===== src/wiper_pkg.sv =====
// Package with register map, command codes and reset values for the wiper decoder
package wiper_pkg;
   localparam logic [7:0]  WIPER_RESET         = 8'h80;
   localparam logic [7:0]  TAP_ZERO            = 8'h00;
   localparam logic [7:0]  TAP_MID             = 8'h80;
   localparam logic [7:0]  TAP_FULL            = 8'hFF;
   localparam logic        PUMP_RESET          = 1'b1;
   localparam logic [7:0]  CMD_WIPER_WRITE     = 8'h00;
   localparam logic [7:0]  CMD_SHUTDOWN_CLEAR  = 8'h80;
   localparam logic [7:0]  CMD_HIGH_OPEN_BASE  = 8'h90;
   localparam logic [7:0]  CMD_LOW_OPEN_BASE   = 8'h88;
   localparam logic [7:0]  CMD_WIPER_OPEN      = 8'h84;
   localparam logic [7:0]  CMD_PUMP_DISABLE    = 8'hA0;
   localparam logic [7:0]  CMD_PUMP_ENABLE     = 8'hA1;
   localparam logic [7:0]  CMD_RESET           = 8'hC0;
   localparam logic [7:0]  GENERAL_CALL_RESET  = 8'h06;
   localparam logic [1:0]  SEL_REGISTER        = 2'b00;
   localparam logic [1:0]  SEL_ZERO            = 2'b01;
   localparam logic [1:0]  SEL_MID             = 2'b10;
   localparam logic [1:0]  SEL_FULL            = 2'b11;
   // AHB register byte addresses
   localparam logic [7:0]  ADDR_CMD            = 8'h00;
   localparam logic [7:0]  ADDR_GCALL          = 8'h04;
   localparam logic [7:0]  ADDR_WIPER          = 8'h08;
   localparam logic [7:0]  ADDR_CONFIG         = 8'h0C;
   localparam logic [7:0]  ADDR_TAP            = 8'h10;
   // Config field positions
   localparam int          CFG_PUMP_BIT        = 7;
   localparam int          CFG_HIGH_BIT        = 4;
   localparam int          CFG_LOW_BIT         = 3;
   localparam int          CFG_WIPER_BIT       = 2;
   localparam logic [1:0]  HTRANS_NONSEQ       = 2'b10;
   localparam logic [31:0] CMD_DATA_SHIFT_POS  = 32'd8;
endpackage


===== src/tap_select.sv =====
// Tap position mux between stored register and forced scale points
`timescale 1ns/1ns
module tap_select (
   input  wire logic [7:0] wiper_in,
   input  wire logic [1:0] sel_in,
   output logic      [7:0] tap_out
);
   import wiper_pkg::*;
   always_comb begin
      unique case (sel_in)
         SEL_ZERO: tap_out = TAP_ZERO;
         SEL_MID:  tap_out = TAP_MID;
         SEL_FULL: tap_out = TAP_FULL;
         default:  tap_out = wiper_in;
      endcase
   end
endmodule


===== src/wiper_shutdown_command_decoder.sv =====
// Command decoder for a 256-position wiper with shutdown and pump control
//
// The AHB-Lite interface to the registers and the register offsets were decided locally.
`timescale 1ns/1ns
// Contract
// - Wiper write stores data byte and moves tap at once.
// - Code 0x00 is nearest L, 0xFF nearest H, linear between.
// - Power-on sets wiper register and tap to 0x80.
// - Shutdown clear closes all terminals, tap returns to register.
// - Shutdown clear leaves pump enable unchanged.
// - High-open keep opens H, tap follows register.
// - High-open zero/mid/full opens H, forces tap, register kept.
// - Low-open keep opens L, tap follows register.
// - Low-open zero/mid/full opens L, forces tap, register kept.
// - Wiper-open opens W, tap follows register.
// - Wiper writes ignored while any shutdown is engaged.
// - Clearing shutdown closes terminal, restores tap, re-enables writes.
// - Reset during shutdown ends it and sets tap and register to 0x80.
// - Shutdown commands never change pump enable.
// - Pump-off disables the charge pump, low-power mode.
// - Pump-on enables the pump; enabled is the power-on default.
// - Reset command restores all power-on defaults.
// - Config status shows pump, switch opens and two-bit tap select.
// - General call data 0x06 acts as the reset command.
module wiper_shutdown_command_decoder (
   input  wire logic        mclk_in,
   input  wire logic        resetn_in,
   input  wire logic        hsel_in,
   input  wire logic [31:0] haddr_in,
   input  wire logic [1:0]  htrans_in,
   input  wire logic        hwrite_in,
   input  wire logic [2:0]  hsize_in,
   input  wire logic [31:0] hwdata_in,
   input  wire logic        hready_in,
   output logic      [31:0] hrdata_out,
   output logic             hreadyout_out,
   output logic             hresp_out,
   output logic      [7:0]  tap_position_out,
   output logic             pump_enabled_flag_out,
   output logic             high_switch_open_flag_out,
   output logic             low_switch_open_flag_out,
   output logic             wiper_switch_open_flag_out
);
   import wiper_pkg::*;

   logic [7:0] wiper_reg;
   logic       pump_enabled_flag;
   logic       high_switch_open_flag;
   logic       low_switch_open_flag;
   logic       wiper_switch_open_flag;
   logic [1:0] tap_source_select;
   logic [7:0] next_tap;
   logic       dphase_write;
   logic       dphase_read;
   logic [7:0] dphase_addr;
   logic       cmd_valid;
   logic [7:0] cmd_byte;
   logic [7:0] data_byte;
   logic       gcall_valid;
   logic       shutdown_active;
   logic       soft_reset;
   logic       read_taken;
   logic [31:0] next_rdata;

   // A command word carries the command byte in [15:8] and the data byte in [7:0],
   // standing in for the command and data bytes of a serial frame
   function automatic logic is_high_open(input logic [7:0] c);
      return c[7:2] == CMD_HIGH_OPEN_BASE[7:2];
   endfunction
   function automatic logic is_low_open(input logic [7:0] c);
      return c[7:2] == CMD_LOW_OPEN_BASE[7:2];
   endfunction
   // Unknown codes change nothing; the data byte only matters to a wiper write
   function automatic logic is_known_cmd(input logic [7:0] c);
      return c == CMD_WIPER_WRITE || c == CMD_SHUTDOWN_CLEAR || is_high_open(c)
             || is_low_open(c) || c == CMD_WIPER_OPEN || c == CMD_PUMP_DISABLE
             || c == CMD_PUMP_ENABLE || c == CMD_RESET;
   endfunction

   // Address phase capture; held while a read waits, since hready is low then
   always_ff @(posedge mclk_in) begin
      if (!resetn_in) begin
         dphase_write <= 1'b0;
         dphase_read  <= 1'b0;
         dphase_addr  <= 8'h00;
      end else if (hready_in) begin
         dphase_write <= hsel_in && htrans_in[1] && hwrite_in;
         dphase_read  <= hsel_in && htrans_in[1] && !hwrite_in;
         dphase_addr  <= haddr_in[7:0];
      end
   end

   // Reads insert one wait state so read data comes from a flop and still sees
   // a write that landed on the edge before; writes never wait
   always_ff @(posedge mclk_in) begin
      if (!resetn_in) begin
         hreadyout_out <= 1'b1;
      end else if (read_taken) begin
         hreadyout_out <= 1'b0;
      end else begin
         hreadyout_out <= 1'b1;
      end
   end

   // Every transfer is answered OKAY
   always_ff @(posedge mclk_in) begin
      if (!resetn_in) begin
         hresp_out <= 1'b0;
      end else begin
         hresp_out <= 1'b0;
      end
   end

   always_comb begin
      cmd_valid   = dphase_write && (dphase_addr == ADDR_CMD);
      gcall_valid = dphase_write && (dphase_addr == ADDR_GCALL)
                    && (hwdata_in[7:0] == GENERAL_CALL_RESET);
      cmd_byte    = hwdata_in[15:8];
      data_byte   = hwdata_in[7:0];
      read_taken  = hready_in && hsel_in && htrans_in[1] && !hwrite_in;
   end

   assign shutdown_active = high_switch_open_flag || low_switch_open_flag
                            || wiper_switch_open_flag || (tap_source_select != SEL_REGISTER);
   // Reset command and general call share one path
   assign soft_reset = (cmd_valid && cmd_byte == CMD_RESET) || gcall_valid;

   // Wiper register
   always_ff @(posedge mclk_in) begin
      if (!resetn_in) begin
         wiper_reg <= WIPER_RESET;
      end else if (soft_reset) begin
         wiper_reg <= WIPER_RESET;
      end else if (cmd_valid && cmd_byte == CMD_WIPER_WRITE && !shutdown_active) begin
         wiper_reg <= data_byte;
      end
   end

   // Charge pump enable; shutdown commands leave it alone
   always_ff @(posedge mclk_in) begin
      if (!resetn_in) begin
         pump_enabled_flag <= PUMP_RESET;
      end else if (soft_reset) begin
         pump_enabled_flag <= PUMP_RESET;
      end else if (cmd_valid && cmd_byte == CMD_PUMP_DISABLE) begin
         pump_enabled_flag <= 1'b0;
      end else if (cmd_valid && cmd_byte == CMD_PUMP_ENABLE) begin
         pump_enabled_flag <= 1'b1;
      end
   end

   // Shutdown state: which switch is open and which tap source drives
   always_ff @(posedge mclk_in) begin
      if (!resetn_in || soft_reset) begin
         high_switch_open_flag  <= 1'b0;
         low_switch_open_flag   <= 1'b0;
         wiper_switch_open_flag <= 1'b0;
         tap_source_select      <= SEL_REGISTER;
      end else if (cmd_valid) begin
         if (cmd_byte == CMD_SHUTDOWN_CLEAR) begin
            high_switch_open_flag  <= 1'b0;
            low_switch_open_flag   <= 1'b0;
            wiper_switch_open_flag <= 1'b0;
            tap_source_select      <= SEL_REGISTER;
         end else if (is_high_open(cmd_byte)) begin
            high_switch_open_flag  <= 1'b1;
            low_switch_open_flag   <= 1'b0;
            wiper_switch_open_flag <= 1'b0;
            tap_source_select      <= cmd_byte[1:0];
         end else if (is_low_open(cmd_byte)) begin
            high_switch_open_flag  <= 1'b0;
            low_switch_open_flag   <= 1'b1;
            wiper_switch_open_flag <= 1'b0;
            tap_source_select      <= cmd_byte[1:0];
         end else if (cmd_byte == CMD_WIPER_OPEN) begin
            high_switch_open_flag  <= 1'b0;
            low_switch_open_flag   <= 1'b0;
            wiper_switch_open_flag <= 1'b1;
            tap_source_select      <= SEL_REGISTER;
         end
      end
   end

   // Tap is muxed from state in the same cycle and registered at the output, so it lags the register by one edge
   tap_select u_tap_select (
      .wiper_in (wiper_reg),
      .sel_in   (tap_source_select),
      .tap_out  (next_tap)
   );

   // Registered outputs; code maps linearly from L (0x00) to H (0xFF)
   always_ff @(posedge mclk_in) begin
      if (!resetn_in) begin
         tap_position_out           <= WIPER_RESET;
         pump_enabled_flag_out      <= PUMP_RESET;
         high_switch_open_flag_out  <= 1'b0;
         low_switch_open_flag_out   <= 1'b0;
         wiper_switch_open_flag_out <= 1'b0;
      end else begin
         tap_position_out           <= next_tap;
         pump_enabled_flag_out      <= pump_enabled_flag;
         high_switch_open_flag_out  <= high_switch_open_flag;
         low_switch_open_flag_out   <= low_switch_open_flag;
         wiper_switch_open_flag_out <= wiper_switch_open_flag;
      end
   end

   // Read word; unmapped reads return zero
   always_comb begin
      next_rdata = 32'h0000_0000;
      unique case (dphase_addr)
         ADDR_WIPER: next_rdata[7:0] = wiper_reg;
         ADDR_CONFIG: begin
            next_rdata[CFG_PUMP_BIT]  = pump_enabled_flag;
            next_rdata[CFG_HIGH_BIT]  = high_switch_open_flag;
            next_rdata[CFG_LOW_BIT]   = low_switch_open_flag;
            next_rdata[CFG_WIPER_BIT] = wiper_switch_open_flag;
            next_rdata[1:0]           = tap_source_select;
         end
         ADDR_TAP: next_rdata[7:0] = tap_position_out;
         default: next_rdata = 32'h0000_0000;
      endcase
   end

   // Read data stands only through the last cycle of the read data phase
   always_ff @(posedge mclk_in) begin
      if (!resetn_in) begin
         hrdata_out <= 32'h0000_0000;
      end else if (dphase_read && !hreadyout_out) begin
         hrdata_out <= next_rdata;
      end else begin
         hrdata_out <= 32'h0000_0000;
      end
   end

   // Bus answer: OKAY always, one wait state on every read
   a_resp_okay: assert property (@(posedge mclk_in) disable iff (!resetn_in)
      !hresp_out)
      else $error("error response on bus");
   a_read_wait: assert property (@(posedge mclk_in) disable iff (!resetn_in)
      read_taken |=> !hreadyout_out ##1 hreadyout_out && hrdata_out == $past(next_rdata))
      else $error("read data phase wrong");
   a_read_idle: assert property (@(posedge mclk_in) disable iff (!resetn_in)
      hreadyout_out |=> hrdata_out == 32'h0000_0000)
      else $error("read data outside data phase");

   // Reset and status path
   a_power_defaults: assert property (@(posedge mclk_in)
      !resetn_in |=> wiper_reg == WIPER_RESET && pump_enabled_flag == PUMP_RESET
      && tap_position_out == WIPER_RESET && !shutdown_active)
      else $error("power-on defaults wrong");
   a_reset_defaults: assert property (@(posedge mclk_in) disable iff (!resetn_in)
      soft_reset |=> wiper_reg == TAP_MID && pump_enabled_flag && !shutdown_active
      ##1 tap_position_out == TAP_MID)
      else $error("reset did not restore defaults");
   a_reset_shutdown: assert property (@(posedge mclk_in) disable iff (!resetn_in)
      cmd_valid && cmd_byte == CMD_RESET && shutdown_active
      |=> !shutdown_active && wiper_reg == WIPER_RESET)
      else $error("reset left shutdown engaged");
   a_gcall_reset: assert property (@(posedge mclk_in) disable iff (!resetn_in)
      gcall_valid |=> wiper_reg == WIPER_RESET && pump_enabled_flag && !shutdown_active)
      else $error("general call reset failed");
   a_status_follow: assert property (@(posedge mclk_in) disable iff (!resetn_in)
      1'b1 |=> pump_enabled_flag_out == $past(pump_enabled_flag)
      && high_switch_open_flag_out == $past(high_switch_open_flag)
      && low_switch_open_flag_out == $past(low_switch_open_flag)
      && wiper_switch_open_flag_out == $past(wiper_switch_open_flag))
      else $error("status outputs do not follow state");
   a_tap_linear: assert property (@(posedge mclk_in) disable iff (!resetn_in)
      tap_source_select == SEL_REGISTER |=> tap_position_out == $past(wiper_reg))
      else $error("tap does not follow wiper code");

   // Wiper writes and unknown commands
   a_write_blocked: assert property (@(posedge mclk_in) disable iff (!resetn_in)
      cmd_valid && cmd_byte == CMD_WIPER_WRITE && shutdown_active
      |=> $stable(wiper_reg))
      else $error("wiper register changed during shutdown");
   a_write_stores: assert property (@(posedge mclk_in) disable iff (!resetn_in)
      cmd_valid && cmd_byte == CMD_WIPER_WRITE && !shutdown_active && !soft_reset
      |=> wiper_reg == $past(data_byte) ##1 tap_position_out == $past(data_byte, 2))
      else $error("wiper write did not reach tap");
   a_unknown_ignored: assert property (@(posedge mclk_in) disable iff (!resetn_in)
      cmd_valid && !is_known_cmd(cmd_byte)
      |=> $stable({wiper_reg, pump_enabled_flag, tap_source_select,
                   high_switch_open_flag, low_switch_open_flag, wiper_switch_open_flag}))
      else $error("unknown command changed state");

   // Shutdown modes
   a_high_keep: assert property (@(posedge mclk_in) disable iff (!resetn_in)
      cmd_valid && !soft_reset && cmd_byte == CMD_HIGH_OPEN_BASE
      |=> high_switch_open_flag ##1 tap_position_out == wiper_reg)
      else $error("high open keep tap wrong");
   a_high_mid: assert property (@(posedge mclk_in) disable iff (!resetn_in)
      cmd_valid && !soft_reset && cmd_byte == (CMD_HIGH_OPEN_BASE | 8'h02)
      |=> ##1 tap_position_out == TAP_MID && high_switch_open_flag_out)
      else $error("high open mid tap wrong");
   a_high_forced: assert property (@(posedge mclk_in) disable iff (!resetn_in)
      cmd_valid && !soft_reset && is_high_open(cmd_byte)
      |=> high_switch_open_flag && $stable(wiper_reg))
      else $error("high open failed");
   a_low_keep: assert property (@(posedge mclk_in) disable iff (!resetn_in)
      cmd_valid && !soft_reset && cmd_byte == CMD_LOW_OPEN_BASE
      |=> low_switch_open_flag ##1 tap_position_out == wiper_reg)
      else $error("low open keep tap wrong");
   a_low_zero: assert property (@(posedge mclk_in) disable iff (!resetn_in)
      cmd_valid && !soft_reset && cmd_byte == (CMD_LOW_OPEN_BASE | 8'h01)
      |=> ##1 tap_position_out == TAP_ZERO && low_switch_open_flag_out)
      else $error("low open zero tap wrong");
   a_low_full: assert property (@(posedge mclk_in) disable iff (!resetn_in)
      cmd_valid && !soft_reset && cmd_byte == (CMD_LOW_OPEN_BASE | 8'h03)
      |=> ##1 tap_position_out == TAP_FULL && low_switch_open_flag_out)
      else $error("low open full tap wrong");
   a_wiper_open: assert property (@(posedge mclk_in) disable iff (!resetn_in)
      cmd_valid && !soft_reset && cmd_byte == CMD_WIPER_OPEN
      |=> wiper_switch_open_flag ##1 tap_position_out == wiper_reg)
      else $error("wiper open wrong");
   a_clear_switches: assert property (@(posedge mclk_in) disable iff (!resetn_in)
      cmd_valid && !soft_reset && cmd_byte == CMD_SHUTDOWN_CLEAR
      |=> !shutdown_active)
      else $error("clear left a switch open");
   a_clear_restores: assert property (@(posedge mclk_in) disable iff (!resetn_in)
      cmd_valid && !soft_reset && cmd_byte == CMD_SHUTDOWN_CLEAR
      |=> ##1 tap_position_out == wiper_reg && !high_switch_open_flag_out)
      else $error("clear did not restore tap");
   a_clear_pump: assert property (@(posedge mclk_in) disable iff (!resetn_in)
      cmd_valid && cmd_byte == CMD_SHUTDOWN_CLEAR |=> $stable(pump_enabled_flag))
      else $error("clear changed pump state");
   a_pump_kept: assert property (@(posedge mclk_in) disable iff (!resetn_in)
      cmd_valid && !soft_reset && (cmd_byte == CMD_SHUTDOWN_CLEAR || is_high_open(cmd_byte)
      || is_low_open(cmd_byte) || cmd_byte == CMD_WIPER_OPEN)
      |=> $stable(pump_enabled_flag))
      else $error("shutdown changed pump state");

   // Charge pump
   a_pump_off: assert property (@(posedge mclk_in) disable iff (!resetn_in)
      cmd_valid && !soft_reset && cmd_byte == CMD_PUMP_DISABLE
      |=> !pump_enabled_flag ##1 !pump_enabled_flag_out)
      else $error("pump not disabled");
   a_pump_on: assert property (@(posedge mclk_in) disable iff (!resetn_in)
      cmd_valid && !soft_reset && cmd_byte == CMD_PUMP_ENABLE
      |=> pump_enabled_flag ##1 pump_enabled_flag_out)
      else $error("pump not enabled");

   c_wiper_write: cover property (@(posedge mclk_in)
      cmd_valid && cmd_byte == CMD_WIPER_WRITE && !shutdown_active);
   c_blocked_write: cover property (@(posedge mclk_in)
      cmd_valid && cmd_byte == CMD_WIPER_WRITE && shutdown_active);
   c_gcall_reset: cover property (@(posedge mclk_in) gcall_valid && shutdown_active);
   c_pump_off: cover property (@(posedge mclk_in) cmd_valid && cmd_byte == CMD_PUMP_DISABLE);
   c_low_forced: cover property (@(posedge mclk_in)
      cmd_valid && is_low_open(cmd_byte) && cmd_byte[1:0] != SEL_REGISTER);
endmodule


===== config.mk =====
export PLATFORM = sky130hd
export DESIGN_NAME = wiper_shutdown_command_decoder
export DESIGN_NICKNAME = d
export VERILOG_FILES = /design/src/wiper_pkg.sv /design/src/tap_select.sv /design/src/wiper_shutdown_command_decoder.sv
export SDC_FILE = /design/constraint.sdc
export NUM_CORES = 1
export LEC_CHECK = 0
export BUFFER_PORTS_ARGS = -buffer_cell sky130_fd_sc_hd__buf_2
export CORE_MARGIN = 8
export CORE_UTILIZATION = 33
export CTS_CLUSTER_DIAMETER = 30
export DETAILED_ROUTE_END_ITERATION = 7
export GPL_ROUTABILITY_DRIVEN = 0
export GPL_TIMING_DRIVEN = 0
export SYNTH_ARGS = -nofsm -noshare
export SYNTH_HDL_FRONTEND = slang
export SYNTH_HIERARCHICAL = 1
export SYNTH_SLANG_ARGS = --single-unit

===== constraint.sdc =====
create_clock -name mclk_in -period 2.69 [get_ports mclk_in]
set_input_delay 0.4035 -clock mclk_in [delete_from_list [all_inputs] [get_ports mclk_in]]
set_output_delay 0.4035 -clock mclk_in [all_outputs]
set_load 0.1 [all_outputs]

==> impl_metrics.sql <==
INSERT INTO impl_metrics (metric_group, metric, value, unit) VALUES
('outcome', 'status', 'finished clean', ''),
('route', 'route.antenna.remaining_nets', '0', ''),
('floorplan', 'fp-row-count', '29', ''),
('route', 'first_pass_iters', '4', ''),
('global_route', 'vias_in_the_first_global_route', '1654', ''),
('logic_synthesis', 'syn-mean-instance-area', '9.41', 'um^2'),
('hold_path', 'min_to', 'hreadyout_out', ''),
('sta', 'slew-limit-headroom', '56.4', '%'),
('logic_synthesis', 'synth.top_cells.by_count', 'dfxtp_1 (45), buf_4 (25), nor2_1 (24)', ''),
('worst_setup_path', 'critical_path.startpoint_type', 'flip-flop', ''),
('floorplan', 'die-width', '95.7', 'um'),
('power', 'power.switching_fraction', '31.6', '%'),
('power', 'p_total', '1.38', 'mW'),
('global_route', 'global_route_wire_length_before_repair', '7.91', 'mm'),
('worst_setup_path', 'critical_path_required', '2870', 'ps'),
('sta', 'drv_slew', '0', ''),
('clock_tree', 'cts_resized', '0', ''),
('hold_path', 'worstHoldPathCells', '2', ''),
('power', 'comb_power_share', '20.0', '%'),
('cells_and_area', 'syn_to_final_growth', '25.1', '%'),
('sta', 'finalClockSkew', '9.86', 'ps'),
('logic_synthesis', 'ys.flop_type', 'dfxtp_1', ''),
('logic_synthesis', 'async_set_or_reset_flop_fraction_in_the_synthesized_netlist', '0', '%'),
('logic_synthesis', 'total_of_flip_flops_plus_latches_after_synthesis', '45', ''),
('clock_tree', 'cts_tree', 'built', ''),
('floorplan', 'die_height', '95.7', 'um'),
('worst_setup_path', 'timing.reg2reg.setup_slack', '350', 'ps'),
('power', 'power.share.sequential', '49.4', '%'),
('clock_tree', 'postCtsSetupBuffers', '0', ''),
('clock_tree', 'clkSinkCount', '45', ''),
('sta', 'tns', '0', 'ps'),
('route', 'via_count', '1678', ''),
('worst_setup_path', 'reg2reg_to', 'wiper_reg[7]', ''),
('power', 'p_int', '0.944', 'mW'),
('global_route', 'grt_use_total', '11.1', '%'),
('route', 'route.detailed.vias_per_inst', '4.40', ''),
('logic_synthesis', 'synth-edff-count', '0', ''),
('logic_synthesis', 'ys_seq_area_share', '42.9', '%'),
('clock_tree', 'worst_setup_hold_path_clk_slew', '80', 'ps'),
('worst_setup_path', 'criticalPathCategory', 'reg -> reg', ''),
('sta', 'final.period_utilization', '86.9', '%'),
('floorplan', 'placeable_core_region', '6240', 'um^2'),
('global_route', 'antenna_found_initial', '1', ''),
('logic_synthesis', 'yosysMostFrequentCell', 'dfxtp_1', ''),
('power', 'total_switching_power', '0.435', 'mW'),
('logic_synthesis', 'cell_taking_the_most_area_after_synthesis', 'dfxtp_1', ''),
('power', 'worst_ir_drop_vdd', '0.000247', 'V'),
('logic_synthesis', 'syn-instance-count', '223', ''),
('route', 'route.detailed.drc', '0', ''),
('floorplan', 'ios', '120', ''),
('hold_path', 'hold_path.startpoint', 'htrans_in[1]', ''),
('logic_synthesis', 'synth.cell_area', '2100', 'um^2'),
('global_route', 'grt.overflow.total', '0', ''),
('logic_synthesis', 'fraction_of_post_synthesis_cell_area_in_the_top_cell_type_by_area', '42.9', '%'),
('worst_setup_path', 'timing.critical_path.fanout_max', '9', ''),
('clock_tree', 'number_of_h_tree_branching_levels', '2', ''),
('cells_and_area', 'nets', '378', ''),
('clock_tree', 'cts.hold.buffers_added', '0', ''),
('clock_tree', 'clk_latency', '290', 'ps'),
('global_route', 'grt_start_max_net_pins', '14', ''),
('power', 'cellPowerDensity', '525', 'nW/um^2'),
('floorplan', 'effective_utilization_at_floorplan', '33.6', '%'),
('route', 'postRouteWirelength', '4.98', 'mm'),
('route', 'initialDrtViolationCount', '43', ''),
('sta', 'max_freq', '0.428', 'GHz'),
('hold_path', 'worst_hold_path_type', 'in -> reg', ''),
('cells_and_area', 'layout-drive-gt1-share', '31.9', '%'),
('power', 'power_leakage', '1.22', 'nW'),
('logic_synthesis', 'synthTopCellsByArea', 'dfxtp_1 (43%), buf_4 (8.9%), mux2i_1 (8.1%)', ''),
('clock_tree', 'cts_inserted_buffers', '5', ''),
('worst_setup_path', 'worstReg2RegStart', 'dphase_addr[5]', '');
cells in the final DEF, fill, tap and decap left out, types with 3 or more instances in the layout:
master    netlist  routed
buf_2           1      51
a22oi_1         6       6
nand2_1         9       9
mux2_2          6       6
inv_1           3       3
buf_4          25      25
a21o_1          8       8
a21oi_1         3       3
nand2b_1        7       7
nand3_1         4       4
nor2_1         24      24
clkbuf_1        4       4
mux2i_1        17      17
clkbuf_8        0       6
and2_1         10      10
conb_1          1      25
nor2b_1         9       9
dfxtp_1        45      45
nor3_1          3       3
nor4_1          6       6
area by class of cell:
cell class / instances / area, um^2
repair buffers: 50 / 250
plain buffers: 33 / 226
clock inverters: 1 / 7.51
fillers: 646 / 3620
multi-input cells: 166 / 1050
inverters: 3 / 11.3
well taps: 77 / 96.3
flip-flops and latches: 45 / 901
clock buffers: 6 / 82.6
critical path, cell delays in order (launching register included):
cell,delay (ps)
dfxtp_1,340
nor4_2,570
nand4b_1,370
nor3_4,570
nor2b_1,100
a211o_1,270
worst max-delay path by stage:
| stage | startpoint | to | slack, ps | depth (start not counted) |
|---|---|---|---|---|
| 3_5_place_dp | hwdata_in[13] | wiper_reg[7] | 320 | 6 |
| 5_1_grt | dphase_addr[5] | wiper_reg[7] | 170 | 5 |
| 4_1_cts | dphase_addr[5] | wiper_reg[7] | 330 | 5 |
| 6_report | dphase_addr[5] | wiper_reg[7] | 350 | 5 |
| 2_1_floorplan | hwdata_in[13] | wiper_reg[7] | 600 | 5 |
| 3_3_place_gp | hwdata_in[13] | wiper_reg[7] | 340 | 6 |
per-stage QoR:
step	utilization [%]	instances	worst slack, ps	instance area [um^2]
after floorplan	-	247	599	2190
after global placement	40.6	374	341	2530
after detailed placement	40.6	374	324	2530
after CTS	42.1	381	332	2630
after global routing	42.1	381	170	2630
final	42.1	381	353	2630
cell families (layout without fill, tap and decap cells):
logic type | after synthesis | after routing | synth area share (%)
other | 1 | 25 | 0.179
muxes | 23 | 23 | 11.3
buffers and inverters | 36 | 93 | 11.3
AOI/OAI and AO/OA | 28 | 28 | 9.60
xor gates and xnor gates | 1 | 1 | 0.417
and+or+nand+nor | 89 | 89 | 24.2
DFF | 45 | 45 | 42.9
power groups by stage:
stage	clock [mW]	sequential [mW]	combinational (mW)
after detailed placement	0	0.697	0.274
after global placement	0	0.697	0.272
final	0.422	0.682	0.275
after CTS	0.436	0.681	0.274
after global routing	0.462	0.683	0.291
after floorplan	0	0.697	0.229
metal layers:
metal	GRT usage, %	vias to the layer above	wire [um]
li1	-	883	-
met3	3.43	7	342
met2	18.4	48	2340
met1	13.0	738	2220
met5	0	-	8
met4	4.23	2	70
No activity file was read; power rests on OpenSTA's default activity.
